$ cat src/pointer_mover_defs.vh
// Purpose: constants for the receive pointer mover
// Assumes: one STS-1 frame of 9 rows by 90 columns per system frame
// Notes: word registers on classic Wishbone, byte address = offset
`ifndef POINTER_MOVER_DEFS_VH
`define POINTER_MOVER_DEFS_VH
`define ST_NORMAL 2'h0
`define ST_AIS 2'h1
`define ST_CHAIN 2'h2
`define PK_NORMAL 2'h0
`define PK_CHAIN 2'h1
`define PK_AIS 2'h2
`define PK_INVALID 2'h3
`define PTR_MAX 10'h30e
`define COL_LAST 7'h59
`define ROW_LAST 4'h8
`define ROW_H 4'h3
`define ROW_F1 4'h1
`define ROW_E2 4'h8
`define COL_F1E2 7'h02
`define COL_TOH_END 7'h02
`define COL_H1 7'h00
`define COL_H2 7'h01
`define INC_MASK 10'h2aa
`define DEC_MASK 10'h155
`define NDF_ON 4'h9
`define NDF_OFF 4'h6
`define ALL_ONES 8'hff
`define ADR_CTRL 5'h00
`define ADR_CHAN_EN 5'h04
`define ADR_PROT 5'h08
`define ADR_LINK_SEL 5'h0c
`define ADR_STATUS 5'h10
`define CTRL_PM_BYP 0
`define CTRL_FIFO_BYP 1
`define CTRL_8B10B 2
`define CTRL_STS12 3
`define CTRL_STS48 4
`define CTRL_BY_MACRO 5
`define CTRL_LINK_SW 6
`define CTRL_RST 7'h00
`define CHAN_RST 8'h00
`endif

$ cat src/sts_receive_pointer_mover.v
// Purpose: receive pointer interpreter, generator, bypass and protection steering
// Assumes: upstream framer supplies per-frame pointer decisions on clk_i
// Notes: per-channel recovered timing is flagged, not clocked, here
//
// Local design decisions: the placing of the registers and the Wishbone register port.
`timescale 1ns/100ps
`include "pointer_mover_defs.vh"
module sts_receive_pointer_mover (
  input wire clk_i,
  input wire rst_i,
  input wire [4:0] adr_i,
  input wire [31:0] dat_i,
  input wire [3:0] sel_i,
  input wire we_i,
  input wire cyc_i,
  input wire stb_i,
  output reg [31:0] dat_o,
  output reg ack_o,
  input wire ptr_strobe_i,
  input wire [1:0] ptr_kind_i,
  input wire [9:0] ptr_value_i,
  input wire ptr_inc_i,
  input wire ptr_dec_i,
  input wire rx_h_time_i,
  input wire line_frame_pulse_i,
  input wire [7:0] es_data_i,
  input wire es_path_start_marker_i,
  input wire [7:0] fifo_data_i,
  input wire fifo_frame_pulse_i,
  input wire fifo_comma_i,
  input wire [7:0] framer_data_i,
  input wire framer_frame_pulse_i,
  input wire decoder_comma_i,
  input wire [1:0] protect_switch_pin_i,
  input wire [7:0] link_protect_select_i,
  output reg [7:0] out_data_o,
  output reg out_spe_o,
  output reg path_start_marker_o,
  output reg out_parity_o,
  output reg aligned_frame_pulse_o,
  output reg comma_detect_flag_o,
  output reg recovered_timing_o,
  output reg new_data_flag_o,
  output reg ptr_inc_o,
  output reg ptr_dec_o,
  output reg [7:0] powerdown_o,
  output reg [7:0] serial_interface_macro_pd_o,
  output reg [1:0] par_protect_o,
  output reg [1:0] ser_protect_o,
  output reg macro_protect_o,
  output reg [7:0] link_rx_sel_o
);
  reg [6:0] ctrl_reg;
  reg [7:0] chan_en_reg;
  reg [4:0] prot_reg;
  reg [7:0] link_sw_reg;
  reg [1:0] state_reg;
  reg [1:0] state_next;
  reg [9:0] offset_reg;
  reg [9:0] offset_next;
  reg [1:0] last_kind_reg;
  reg last_diff_reg;
  reg have_one_reg;
  reg inc_pend_reg;
  reg dec_pend_reg;
  reg [6:0] col_reg;
  reg [3:0] row_reg;
  reg [9:0] pay_idx_reg;
  reg [9:0] gen_offset_reg;
  reg ais_fill_reg;
  reg ndf_reg;
  reg latch_e2_reg;
  reg phase_set_reg;
  reg [1:0] pin_meta_reg;
  reg [1:0] pin_sync_reg;
  wire req = cyc_i & stb_i & ~ack_o;
  wire pm_byp = ctrl_reg[`CTRL_PM_BYP];
  wire fifo_byp = ctrl_reg[`CTRL_FIFO_BYP];
  wire mode_8b = ctrl_reg[`CTRL_8B10B];
  wire full_byp = pm_byp & fifo_byp;
  wire prot_ok = ~mode_8b & ~full_byp;
  wire pair = ptr_strobe_i & have_one_reg & (ptr_kind_i == last_kind_reg);
  wire nc_now = (ptr_kind_i == `PK_NORMAL) | (ptr_kind_i == `PK_CHAIN);
  wire nc_last = (last_kind_reg == `PK_NORMAL) | (last_kind_reg == `PK_CHAIN);
  wire nc_pair = ptr_strobe_i & have_one_reg & nc_now & nc_last;
  wire diff_now = ptr_value_i != offset_reg;
  // adopted pointer must not count towards the next pair
  wire adopt = pair & (ptr_kind_i == `PK_NORMAL) & diff_now & last_diff_reg & (ptr_value_i <= `PTR_MAX);
  wire toh = col_reg <= `COL_TOH_END;
  wire h_time = (row_reg == `ROW_H) & toh;
  wire f1_time = (row_reg == `ROW_F1) & (col_reg == `COL_F1E2);
  wire e2_time = (row_reg == `ROW_E2) & (col_reg == `COL_F1E2);
  wire latch_now = latch_e2_reg ? e2_time : f1_time;
  wire [31:0] wmask = {{8{sel_i[3]}}, {8{sel_i[2]}}, {8{sel_i[1]}}, {8{sel_i[0]}}};
  wire [31:0] status = {16'h0000, offset_reg, 1'b0, phase_set_reg, latch_e2_reg, ais_fill_reg, state_reg};
  wire [9:0] out_ptr = gen_offset_reg ^ (ptr_inc_o ? `INC_MASK : 10'h000) ^
    (ptr_dec_o ? `DEC_MASK : 10'h000);

  function [31:0] merge;
    input [31:0] old;
    input [31:0] nw;
    input [31:0] m;
    begin
      merge = (old & ~m) | (nw & m);
    end
  endfunction
  wire [31:0] ctrl_m = merge({25'h0, ctrl_reg}, dat_i, wmask);
  wire [31:0] chan_m = merge({24'h0, chan_en_reg}, dat_i, wmask);
  wire [31:0] prot_m = merge({27'h0, prot_reg}, dat_i, wmask);
  wire [31:0] link_m = merge({24'h0, link_sw_reg}, dat_i, wmask);

  // wishbone slave, one wait state, unmapped reads zero
  always @(posedge clk_i) begin
    if (rst_i) begin
      ack_o <= 1'b0;
      dat_o <= 32'h00000000;
      ctrl_reg <= `CTRL_RST;
      chan_en_reg <= `CHAN_RST;
      prot_reg <= 5'h00;
      link_sw_reg <= 8'h00;
    end else begin
      ack_o <= req;
      if (req & we_i) begin
        case (adr_i)
          `ADR_CTRL: ctrl_reg <= ctrl_m[6:0];
          `ADR_CHAN_EN: chan_en_reg <= chan_m[7:0];
          `ADR_PROT: prot_reg <= prot_m[4:0];
          `ADR_LINK_SEL: link_sw_reg <= link_m[7:0];
          default: ;
        endcase
      end
      if (req & ~we_i) begin
        case (adr_i)
          `ADR_CTRL: dat_o <= {25'h0, ctrl_reg};
          `ADR_CHAN_EN: dat_o <= {24'h0, chan_en_reg};
          `ADR_PROT: dat_o <= {27'h0, prot_reg};
          `ADR_LINK_SEL: dat_o <= {24'h0, link_sw_reg};
          `ADR_STATUS: dat_o <= status;
          default: dat_o <= 32'h00000000;
        endcase
      end else begin
        dat_o <= 32'h00000000;
      end
    end
  end

  // interpreter next state; decisions arrive already majority-voted
  always @* begin
    state_next = state_reg;
    offset_next = offset_reg;
    case (state_reg)
      `ST_AIS: begin
        if (nc_pair) begin
          state_next = (ptr_kind_i == `PK_CHAIN) ? `ST_CHAIN : `ST_NORMAL;
        end
      end
      `ST_NORMAL, `ST_CHAIN: begin
        if (pair & (ptr_kind_i == `PK_AIS)) begin
          state_next = `ST_AIS;
        end else if (pair & (ptr_kind_i == `PK_CHAIN)) begin
          state_next = `ST_CHAIN;
        end else if (pair & (ptr_kind_i == `PK_NORMAL)) begin
          state_next = `ST_NORMAL;
        end
      end
      default: state_next = `ST_NORMAL;
    endcase
    // lone differing pointer leaves offset alone
    if (adopt) begin
      offset_next = ptr_value_i;
    end else if (ptr_strobe_i & ptr_inc_i & (state_reg != `ST_AIS)) begin
      offset_next = (offset_reg == `PTR_MAX) ? 10'h000 : offset_reg + 10'h001;
    end else if (ptr_strobe_i & ptr_dec_i & (state_reg != `ST_AIS)) begin
      offset_next = (offset_reg == 10'h000) ? `PTR_MAX : offset_reg - 10'h001;
    end
  end

  always @(posedge clk_i) begin
    if (rst_i) begin
      state_reg <= `ST_NORMAL;
      offset_reg <= 10'h000;
      last_kind_reg <= `PK_INVALID;
      last_diff_reg <= 1'b0;
      have_one_reg <= 1'b0;
    end else begin
      state_reg <= state_next;
      offset_reg <= offset_next;
      if (ptr_strobe_i) begin
        // invalid or changed kind restarts the run, except that normal and chain still pair in AIS
        last_kind_reg <= ptr_kind_i;
        have_one_reg <= (ptr_kind_i != `PK_INVALID);
        last_diff_reg <= diff_now & (ptr_kind_i == `PK_NORMAL) & (ptr_value_i <= `PTR_MAX) & ~adopt;
      end
    end
  end

  // system frame position from fabric frame pulse
  always @(posedge clk_i) begin
    if (rst_i) begin
      col_reg <= 7'h00;
      row_reg <= 4'h0;
      pay_idx_reg <= 10'h000;
    end else begin
      if (line_frame_pulse_i) begin
        col_reg <= 7'h00;
        row_reg <= 4'h0;
      end else if (col_reg == `COL_LAST) begin
        col_reg <= 7'h00;
        row_reg <= (row_reg == `ROW_LAST) ? 4'h0 : row_reg + 4'h1;
      end else begin
        col_reg <= col_reg + 7'h01;
      end
      if (h_time & (col_reg == `COL_TOH_END)) begin
        pay_idx_reg <= 10'h000;
      end else if (~toh) begin
        pay_idx_reg <= (pay_idx_reg == `PTR_MAX) ? 10'h000 : pay_idx_reg + 10'h001;
      end
    end
  end

  // adjustment latch point selection
  always @(posedge clk_i) begin
    if (rst_i) begin
      latch_e2_reg <= 1'b0;
      phase_set_reg <= 1'b0;
      inc_pend_reg <= 1'b0;
      dec_pend_reg <= 1'b0;
      ptr_inc_o <= 1'b0;
      ptr_dec_o <= 1'b0;
    end else begin
      if (rx_h_time_i & ~phase_set_reg) begin
        phase_set_reg <= 1'b1;
        latch_e2_reg <= f1_time;
      end else if (rx_h_time_i & latch_now) begin
        latch_e2_reg <= ~latch_e2_reg;
      end
      if (latch_now) begin
        inc_pend_reg <= 1'b0;
        dec_pend_reg <= 1'b0;
        ptr_inc_o <= inc_pend_reg | (ptr_strobe_i & ptr_inc_i);
        ptr_dec_o <= dec_pend_reg | (ptr_strobe_i & ptr_dec_i);
      end else if (ptr_strobe_i) begin
        inc_pend_reg <= inc_pend_reg | ptr_inc_i;
        dec_pend_reg <= dec_pend_reg | ptr_dec_i;
      end
    end
  end

  // generator offset tracking, fill and new data
  always @(posedge clk_i) begin
    if (rst_i) begin
      gen_offset_reg <= 10'h000;
      ais_fill_reg <= 1'b0;
      ndf_reg <= 1'b0;
    end else begin
      if (state_next == `ST_AIS) begin
        ais_fill_reg <= 1'b1;
      end else if (es_path_start_marker_i) begin
        ais_fill_reg <= 1'b0;
      end
      if (es_path_start_marker_i & (pay_idx_reg != gen_offset_reg)) begin
        gen_offset_reg <= pay_idx_reg;
        ndf_reg <= 1'b1;
      end else if ((state_reg == `ST_AIS) & (state_next != `ST_AIS)) begin
        ndf_reg <= 1'b1;
      end else if (row_reg == `ROW_H & col_reg == `COL_TOH_END) begin
        ndf_reg <= 1'b0;
      end
    end
  end

  // output data path and bypass steering
  always @(posedge clk_i) begin
    if (rst_i) begin
      out_data_o <= 8'h00;
      out_spe_o <= 1'b0;
      path_start_marker_o <= 1'b0;
      out_parity_o <= 1'b0;
      aligned_frame_pulse_o <= 1'b0;
      comma_detect_flag_o <= 1'b0;
      recovered_timing_o <= 1'b0;
      new_data_flag_o <= 1'b0;
    end else begin
      new_data_flag_o <= ndf_reg;
      comma_detect_flag_o <= fifo_byp ? decoder_comma_i : fifo_comma_i;
      recovered_timing_o <= fifo_byp & (pm_byp | mode_8b);
      if (full_byp & ~mode_8b) begin
        out_data_o <= framer_data_i;
        aligned_frame_pulse_o <= framer_frame_pulse_i;
        out_spe_o <= 1'b0;
        path_start_marker_o <= 1'b0;
        out_parity_o <= 1'b0;
      end else if (pm_byp | mode_8b) begin
        out_data_o <= fifo_data_i;
        aligned_frame_pulse_o <= fifo_frame_pulse_i;
        out_spe_o <= 1'b0;
        path_start_marker_o <= 1'b0;
        out_parity_o <= 1'b0;
      end else begin
        aligned_frame_pulse_o <= 1'b0;
        out_spe_o <= ~toh;
        path_start_marker_o <= es_path_start_marker_i & ~ais_fill_reg;
        if (ais_fill_reg & (~toh | h_time)) begin
          out_data_o <= `ALL_ONES;
          out_parity_o <= 1'b0;
        end else if (h_time & (col_reg == `COL_H1)) begin
          out_data_o <= {(ndf_reg ? `NDF_ON : `NDF_OFF), 2'b00, out_ptr[9:8]};
          out_parity_o <= ^{(ndf_reg ? `NDF_ON : `NDF_OFF), out_ptr[9:8]};
        end else if (h_time & (col_reg == `COL_H2)) begin
          out_data_o <= out_ptr[7:0];
          out_parity_o <= ^out_ptr[7:0];
        end else begin
          out_data_o <= es_data_i;
          out_parity_o <= ^es_data_i;
        end
      end
    end
  end

  // powerdown, redundancy and link selection
  always @(posedge clk_i) begin
    if (rst_i) begin
      pin_meta_reg <= 2'b00;
      pin_sync_reg <= 2'b00;
      powerdown_o <= 8'hff;
      serial_interface_macro_pd_o <= 8'hff;
      par_protect_o <= 2'b00;
      ser_protect_o <= 2'b00;
      macro_protect_o <= 1'b0;
      link_rx_sel_o <= 8'h00;
    end else begin
      pin_meta_reg <= protect_switch_pin_i;
      pin_sync_reg <= pin_meta_reg;
      powerdown_o <= ~chan_en_reg;
      serial_interface_macro_pd_o <= ~chan_en_reg;
      // bit0 steers A/B into port A, bit1 C/D into port C
      par_protect_o <= {2{prot_ok & (ctrl_reg[`CTRL_STS12] | ctrl_reg[`CTRL_STS48])}} &
        (prot_reg[1:0] | pin_sync_reg);
      ser_protect_o <= {2{prot_ok & (ctrl_reg[`CTRL_STS12] | ctrl_reg[`CTRL_STS48])}} &
        prot_reg[3:2];
      macro_protect_o <= prot_ok & ctrl_reg[`CTRL_STS48] & ctrl_reg[`CTRL_BY_MACRO] & prot_reg[4];
      link_rx_sel_o <= ctrl_reg[`CTRL_LINK_SW] ? link_sw_reg : link_protect_select_i;
    end
  end
endmodule // sts_receive_pointer_mover

$ cat config.mk
export PLATFORM = sky130hd
export DESIGN_NAME = sts_receive_pointer_mover
export DESIGN_NICKNAME = d
export VERILOG_FILES = /design/src/sts_receive_pointer_mover.v
export VERILOG_INCLUDE_DIRS = /design/src
export SDC_FILE = /design/constraint.sdc
export NUM_CORES = 1
export LEC_CHECK = 0
export BUFFER_PORTS_ARGS = -buffer_cell sky130_fd_sc_hd__clkbuf_2
export CORE_MARGIN = 5
export CORE_UTILIZATION = 45
export DETAILED_ROUTE_END_ITERATION = 10
export GPL_ROUTABILITY_DRIVEN = 1
export GPL_TIMING_DRIVEN = 0
export HOLD_SLACK_MARGIN = 0.15
export PLACE_DENSITY = 0.7
export SLEW_MARGIN = 20
export SYNTH_ARGS = -nofsm -noshare
export SYNTH_HDL_FRONTEND = slang
export SYNTH_SLANG_ARGS = --single-unit
export TNS_END_PERCENT = 50
$ cat constraint.sdc
create_clock -name clk_i -period 5.1 [get_ports clk_i]
set_input_delay 1.02 -clock clk_i [delete_from_list [all_inputs] [get_ports clk_i]]
set_output_delay 1.02 -clock clk_i [all_outputs]
set_load 0.01 [all_outputs]
## Word level (Yosys, flattened, before mapping)

Index checks and enable logic that the tools add are counted.

- Bits in registers: 156
- Latch bits: 0
- RAM bits: 0
- Memory bits (read-only): 0
- Output and inout port bits: 79
- Memories kept: 0

- Add/sub/neg operators: 5
- Multipliers: 0
- Div/mod/pow operators: 0
- $lt $le $gt $ge: 2
- Equality and inequality tests: 24
- Shift-type cells: 0
- Mux-type cells: 36
- Bitwise logic cells: 77
- Reduce and logical (&&, ||, !) cells: 25

Operator list:

| cell | number |
|---|---|
| one-hot mux 16 bit (5 select lines) | 1 |
| two-way mux 10 bit | 7 |
| two-way mux 8 bit | 6 |
| AND 1 bit | 42 |
| AND 8 bit | 3 |
| adder 10 x 1 -> 10 bit, second input constant | 2 |
| equality test 10 bit, second input constant | 2 |
| != test 10 bit | 2 |
| NOT 8 bit | 2 |
| bitwise OR 8 bit | 2 |
| XOR reduction 8 bit | 2 |
| two-way mux 1 bit | 13 |
| equality test 5 x 4 -> 1 bit, second input constant | 2 |
| <= comparator 10 bit, second input constant | 1 |
| zero test 10 bit | 1 |
| two-way mux 2 bit | 5 |
| NOT 1 bit | 10 |
| OR reduction 2 bit | 5 |
| subtractor 10 x 1 -> 10 bit, second input constant | 1 |
| XOR 10 bit | 1 |
| XOR 10 x 9 -> 10 bit | 1 |
| two-way mux 9 bit | 1 |
| bitwise OR 1 bit | 9 |
| equality test 2 x 1 -> 1 bit, second input constant | 4 |
| other kinds (32) | 44 |

## Longest topological paths before layout

- Word-level depth: 11
- Gate-level depth with buffers: 9

## Worst setup path after synthesis

OpenSTA, ideal clock, no wires.

- Path kind: in2reg
- Start: input adr_i[2]
- End: register with a tool-made name
- Library setup time: 128 ps
- Data arrival time: 2604 ps
- Required time: 4972 ps
- Path slack: 2369 ps
- Cell stages on the path: 7
- Path buffers: 1
- Cell sequence: buf_2 > inv_1 > nor4b_2 > inv_1 > nor2_2 > mux2i_1 > nor2_1

RTL lines:

| what | RTL line | RTL |
|---|---|---|
| start, declared | sts_receive_pointer_mover.v:11 | `input wire [4:0] adr_i,` |

==> out/qor.log <==
[worst_setup_path] series of cell instances along the critical path buf_2 -> inv_1 -> nor4b_2 -> inv_1 -> nor2_2 -> mux2i_1 -> nor2_1
[yosys] Post-Synthesis Cells 778
[sta] highest clock frequency the design can meet 359 MHz
[worst_setup_path] Critical-path top delay cell sky130_fd_sc_hd__nor4b_2
[global_route] number of global-route vias before repair 5,862
[floorplan] # IOs 181
[sta] setup slack after layout 2310 ps
[drt] total via count after detailed routing 6,092
[sta] Final Max Slew Viols 0
[clock_network] number of H-tree branching levels 4
[global_route] pin count of the biggest net entering global routing 17
[pwr] net switching power 0.692 mW
[finish] most frequent standard cell in the layout excluding fill and tap cells sky130_fd_sc_hd__dfxtp_1
[clock_network] clock-pin slew reported for the worst setup and hold paths after clock tree synthesis 60 ps
[place] Final GP Congestion 0.911
[flow_run] max-cap violations 0
[drt] routed length per instance 16.2 um
[global_route] first-pass GRT wire length 29.9 mm
[yosys] warnings from Yosys 0
[clock_network] Clock Latency Late Sink 420 ps
[clock_network] CTS tree yes
[sta] TNS Setup 0 ps
[sta] setup skew after layout 7.31 ps
[sta] worst hold slack 403 ps
[yosys] dominant synthesized flop cell sky130_fd_sc_hd__dfxtp_1
[worst_setup_path] Arr. time, crit path 3070 ps
[yosys] number of storage elements in the synthesis netlist 140
[floorplan] row count 45
[worst_setup_path] Worst R2R Start offset_reg[0]
[floorplan] Starting Density 0.456
[hold_path] worst-case hold path end point serial_interface_macro_pd_o[3]
[worst_setup_path] destination of the worst register-to-register timing path offset_reg[5]
[worst_setup_path] worst path required time 5380 ps
[pwr] Internal 1.93 mW
[worst_setup_path] Startpoint Class input pin
[worst_setup_path] CP max FO 10
[finish] non-filler instance count after layout 1,149
[sta] normalized max-slew margin 0.300
[finish] proportion of layout cells with a drive suffix above 1 0.219
[pwr] power per standard cell area 312 nW/um^2
[yosys] synthesized area divided by synthesized cell count 8.85 um^2
[floorplan] area inside the core boundary 15,100 um^2
[worst_setup_path] crit path kind in -> reg
[worst_setup_path] sort of element at the end of the critical path flip-flop
[pwr] Clock Power Share 0.442
[pwr] Sw Ratio 0.264
[yosys] unique cell type count in the Yosys netlist 66
[yosys] largest cells by area after synthesis sky130_fd_sc_hd__dfxtp_1 (41%), sky130_fd_sc_hd__mux2i_1 (9.3%), sky130_fd_sc_hd__nor2_1 (6.3%)
[drt] remaining antenna violation count after routing 0
[drt] detailed-routing iteration count for the pre-antenna-repair pass 5
[drt] average vias per placed instance 5.30
[finish] final core utilization 0.557
[hold_path] worst hold path class reg -> reg
[yosys] fraction of synthesis flops using an asynchronous set or reset pin 0
[pwr] peak ir drop on the vdd network 231 uV
[worst_setup_path] most frequent cell on the critical path sky130_fd_sc_hd__inv_1
[yosys] Post-Synthesis Cell Area 6890 um^2
[pwr] proportion of power drawn by flip-flops and latches 0.433
[place] placed cells 1,117
[sta] ratio of final minimum period to clock period 0.547
[finish] total number of nets in the final design 1,062
[clock_network] number of buffers between clock root and the deepest sink 2
[pwr] combinational power share 0.125
[pwr] overall power consumption 2.62 mW
[clock_network] # Post-CTS Setup Buffers 0
[global_route] remaining global-route overflow 0
[yosys] fraction of post-synthesis cell area in the top cell type by area 0.407
[drt] number of DRC violations after detailed routing 0
[yosys] part of the Yosys area used for sequential elements 0.407
[finish] Final Instance Area 8410 um^2
[sta] number of setup violations in the final report 0
[place] PortBufs 136
[clock_network] quantity of hold-fixing buffers added after cts 0
[yosys] number of enable-type register cells in the synthesized netlist 0
[worst_setup_path] Crit path largest cell delay 760 ps
[place] post-placement cell area 7860 um^2
[floorplan] full die area 17,900 um^2
[place] Placement Setup Slack 1900 ps
[drt] aggregate routed wire length 18.6 mm
[worst_setup_path] register-to-register path setup slack 2330 ps
[yosys] post-synthesis cell type with the largest combined area sky130_fd_sc_hd__dfxtp_1
[worst_setup_path] number of cells on the worst reg-to-reg path 9
[sta] final critical path time including I/O delays and setup 2790 ps
[drt] number of design-rule violations left by the first detailed-router iteration 539
[sta] Final Hold Fails 0
[clock_network] TritonCTS Sinks 140
[outcome] run status finished, final reports clean
[global_route] total global-route track usage 0.207
[clock_network] number of gates given a new drive strength after cts 0
[floorplan] floorplan die width 134 um
[clock_network] number of buffers inserted during clock tree synthesis 17
[global_route] initial antenna violation count 0
[place] DPL Wire Length 14.0 mm
[finish] most frequent cells in the layout sky130_fd_sc_hd__dfxtp_1 (140), sky130_fd_sc_hd__clkbuf_2 (136), sky130_fd_sc_hd__nor2_1 (116)
[clock_network] cell at the root of the clock tree sky130_fd_sc_hd__clkbuf_16
[hold_path] Hold Path Cell Cnt 1
[sta] measured slew at the worst slew-check pin 1040 ps
[finish] count of inserted antenna diode cells 0
[pwr] reported leakage power 3.48 nW
[sta] RSZ-0062 raised after global routing false
[finish] signed area change from the synthesized netlist to the final layout 22.1%
[floorplan] die height 134 um
final cells by class:
type                       instances  area, um^2
clock inverter                    12         115
timing repair buffer             136         681
multi-input combinational        568        3720
tap                              188         235
buffer                            67         355
clock buffer                      20         437
inverter                          18        67.6
sequential                       140        2800
fill                            1421        6680
cell usage after synthesis, types with 6 or more instances:
| master | instances |
|---|---|
| sky130_fd_sc_hd__nor4_1 | 10 |
| sky130_fd_sc_hd__mux2i_1 | 64 |
| sky130_fd_sc_hd__o21ai_0 | 17 |
| sky130_fd_sc_hd__clkbuf_1 | 35 |
| sky130_fd_sc_hd__dfxtp_1 | 140 |
| sky130_fd_sc_hd__or3_1 | 12 |
| sky130_fd_sc_hd__buf_4 | 24 |
| sky130_fd_sc_hd__o211ai_1 | 6 |
| sky130_fd_sc_hd__ha_1 | 12 |
| sky130_fd_sc_hd__a211oi_1 | 17 |
| sky130_fd_sc_hd__a21oi_1 | 32 |
| sky130_fd_sc_hd__nand2b_1 | 7 |
| sky130_fd_sc_hd__nand2_1 | 38 |
| sky130_fd_sc_hd__inv_1 | 18 |
| sky130_fd_sc_hd__and2_1 | 10 |
| sky130_fd_sc_hd__xor2_1 | 24 |
| sky130_fd_sc_hd__a31oi_1 | 7 |
| sky130_fd_sc_hd__o22ai_1 | 6 |
| sky130_fd_sc_hd__xnor2_1 | 36 |
| sky130_fd_sc_hd__nor2b_1 | 11 |
| sky130_fd_sc_hd__nor2_1 | 116 |
| sky130_fd_sc_hd__nor3_1 | 15 |
| sky130_fd_sc_hd__nand3_1 | 18 |
| sky130_fd_sc_hd__nand4_1 | 12 |
critical path, delay by kind of cell:
family / cells / cell delay [ps]
buf+inv: 3 / 490
simple gates: 3 / 1310
mux: 1 / 250
metal layers:
metal / up-vias / GRT usage / wire length [um]
met2: 209 / 0.341 / 8770
met4: 0 / 0.0537 / 275
met3: 21 / 0.0412 / 1020
li1: 3032 / - / -
met1: 2830 / 0.278 / 8530
met5: - / 0 / 0
power by group through the flow:
stage,combinational (mW),clock [mW],sequential (mW)
final,0.327,1.16,1.14
after global routing,0.359,1.23,1.14
after CTS,0.324,1.17,1.14
after detailed placement,0.321,0,1.16
after global placement,0.321,0,1.16
after floorplan,0.208,0,1.16
worst max path at each step:
| stage | startpoint | end | slack (ps) | cells after the start |
|---|---|---|---|---|
| floorplan | adr_i[2] | flip-flop | 2370 | 7 |
| global placement | adr_i[2] | flip-flop | 1920 | 7 |
| detailed placement | adr_i[2] | flip-flop | 1900 | 7 |
| CTS | adr_i[2] | flip-flop | 2320 | 7 |
| global route | offset_reg[0] | offset_reg[1] | 2020 | 9 |
| finish | adr_i[2] | flip-flop | 2310 | 7 |
cells by family (layout without fill, tap and decap cells):
kind of cell,Yosys count,after routing,synth area share
AOI/OAI and AO/OA,127,127,0.125
muxes,64,64,0.0930
and+or+nand+nor,289,289,0.215
xor gates and xnor gates,60,60,0.0763
adders and majority gates,12,12,0.0218
other,1,16,0.000544
DFF,140,140,0.407
buffers and inverters,85,253,0.0614
No activity file was read; power rests on OpenSTA's default activity.
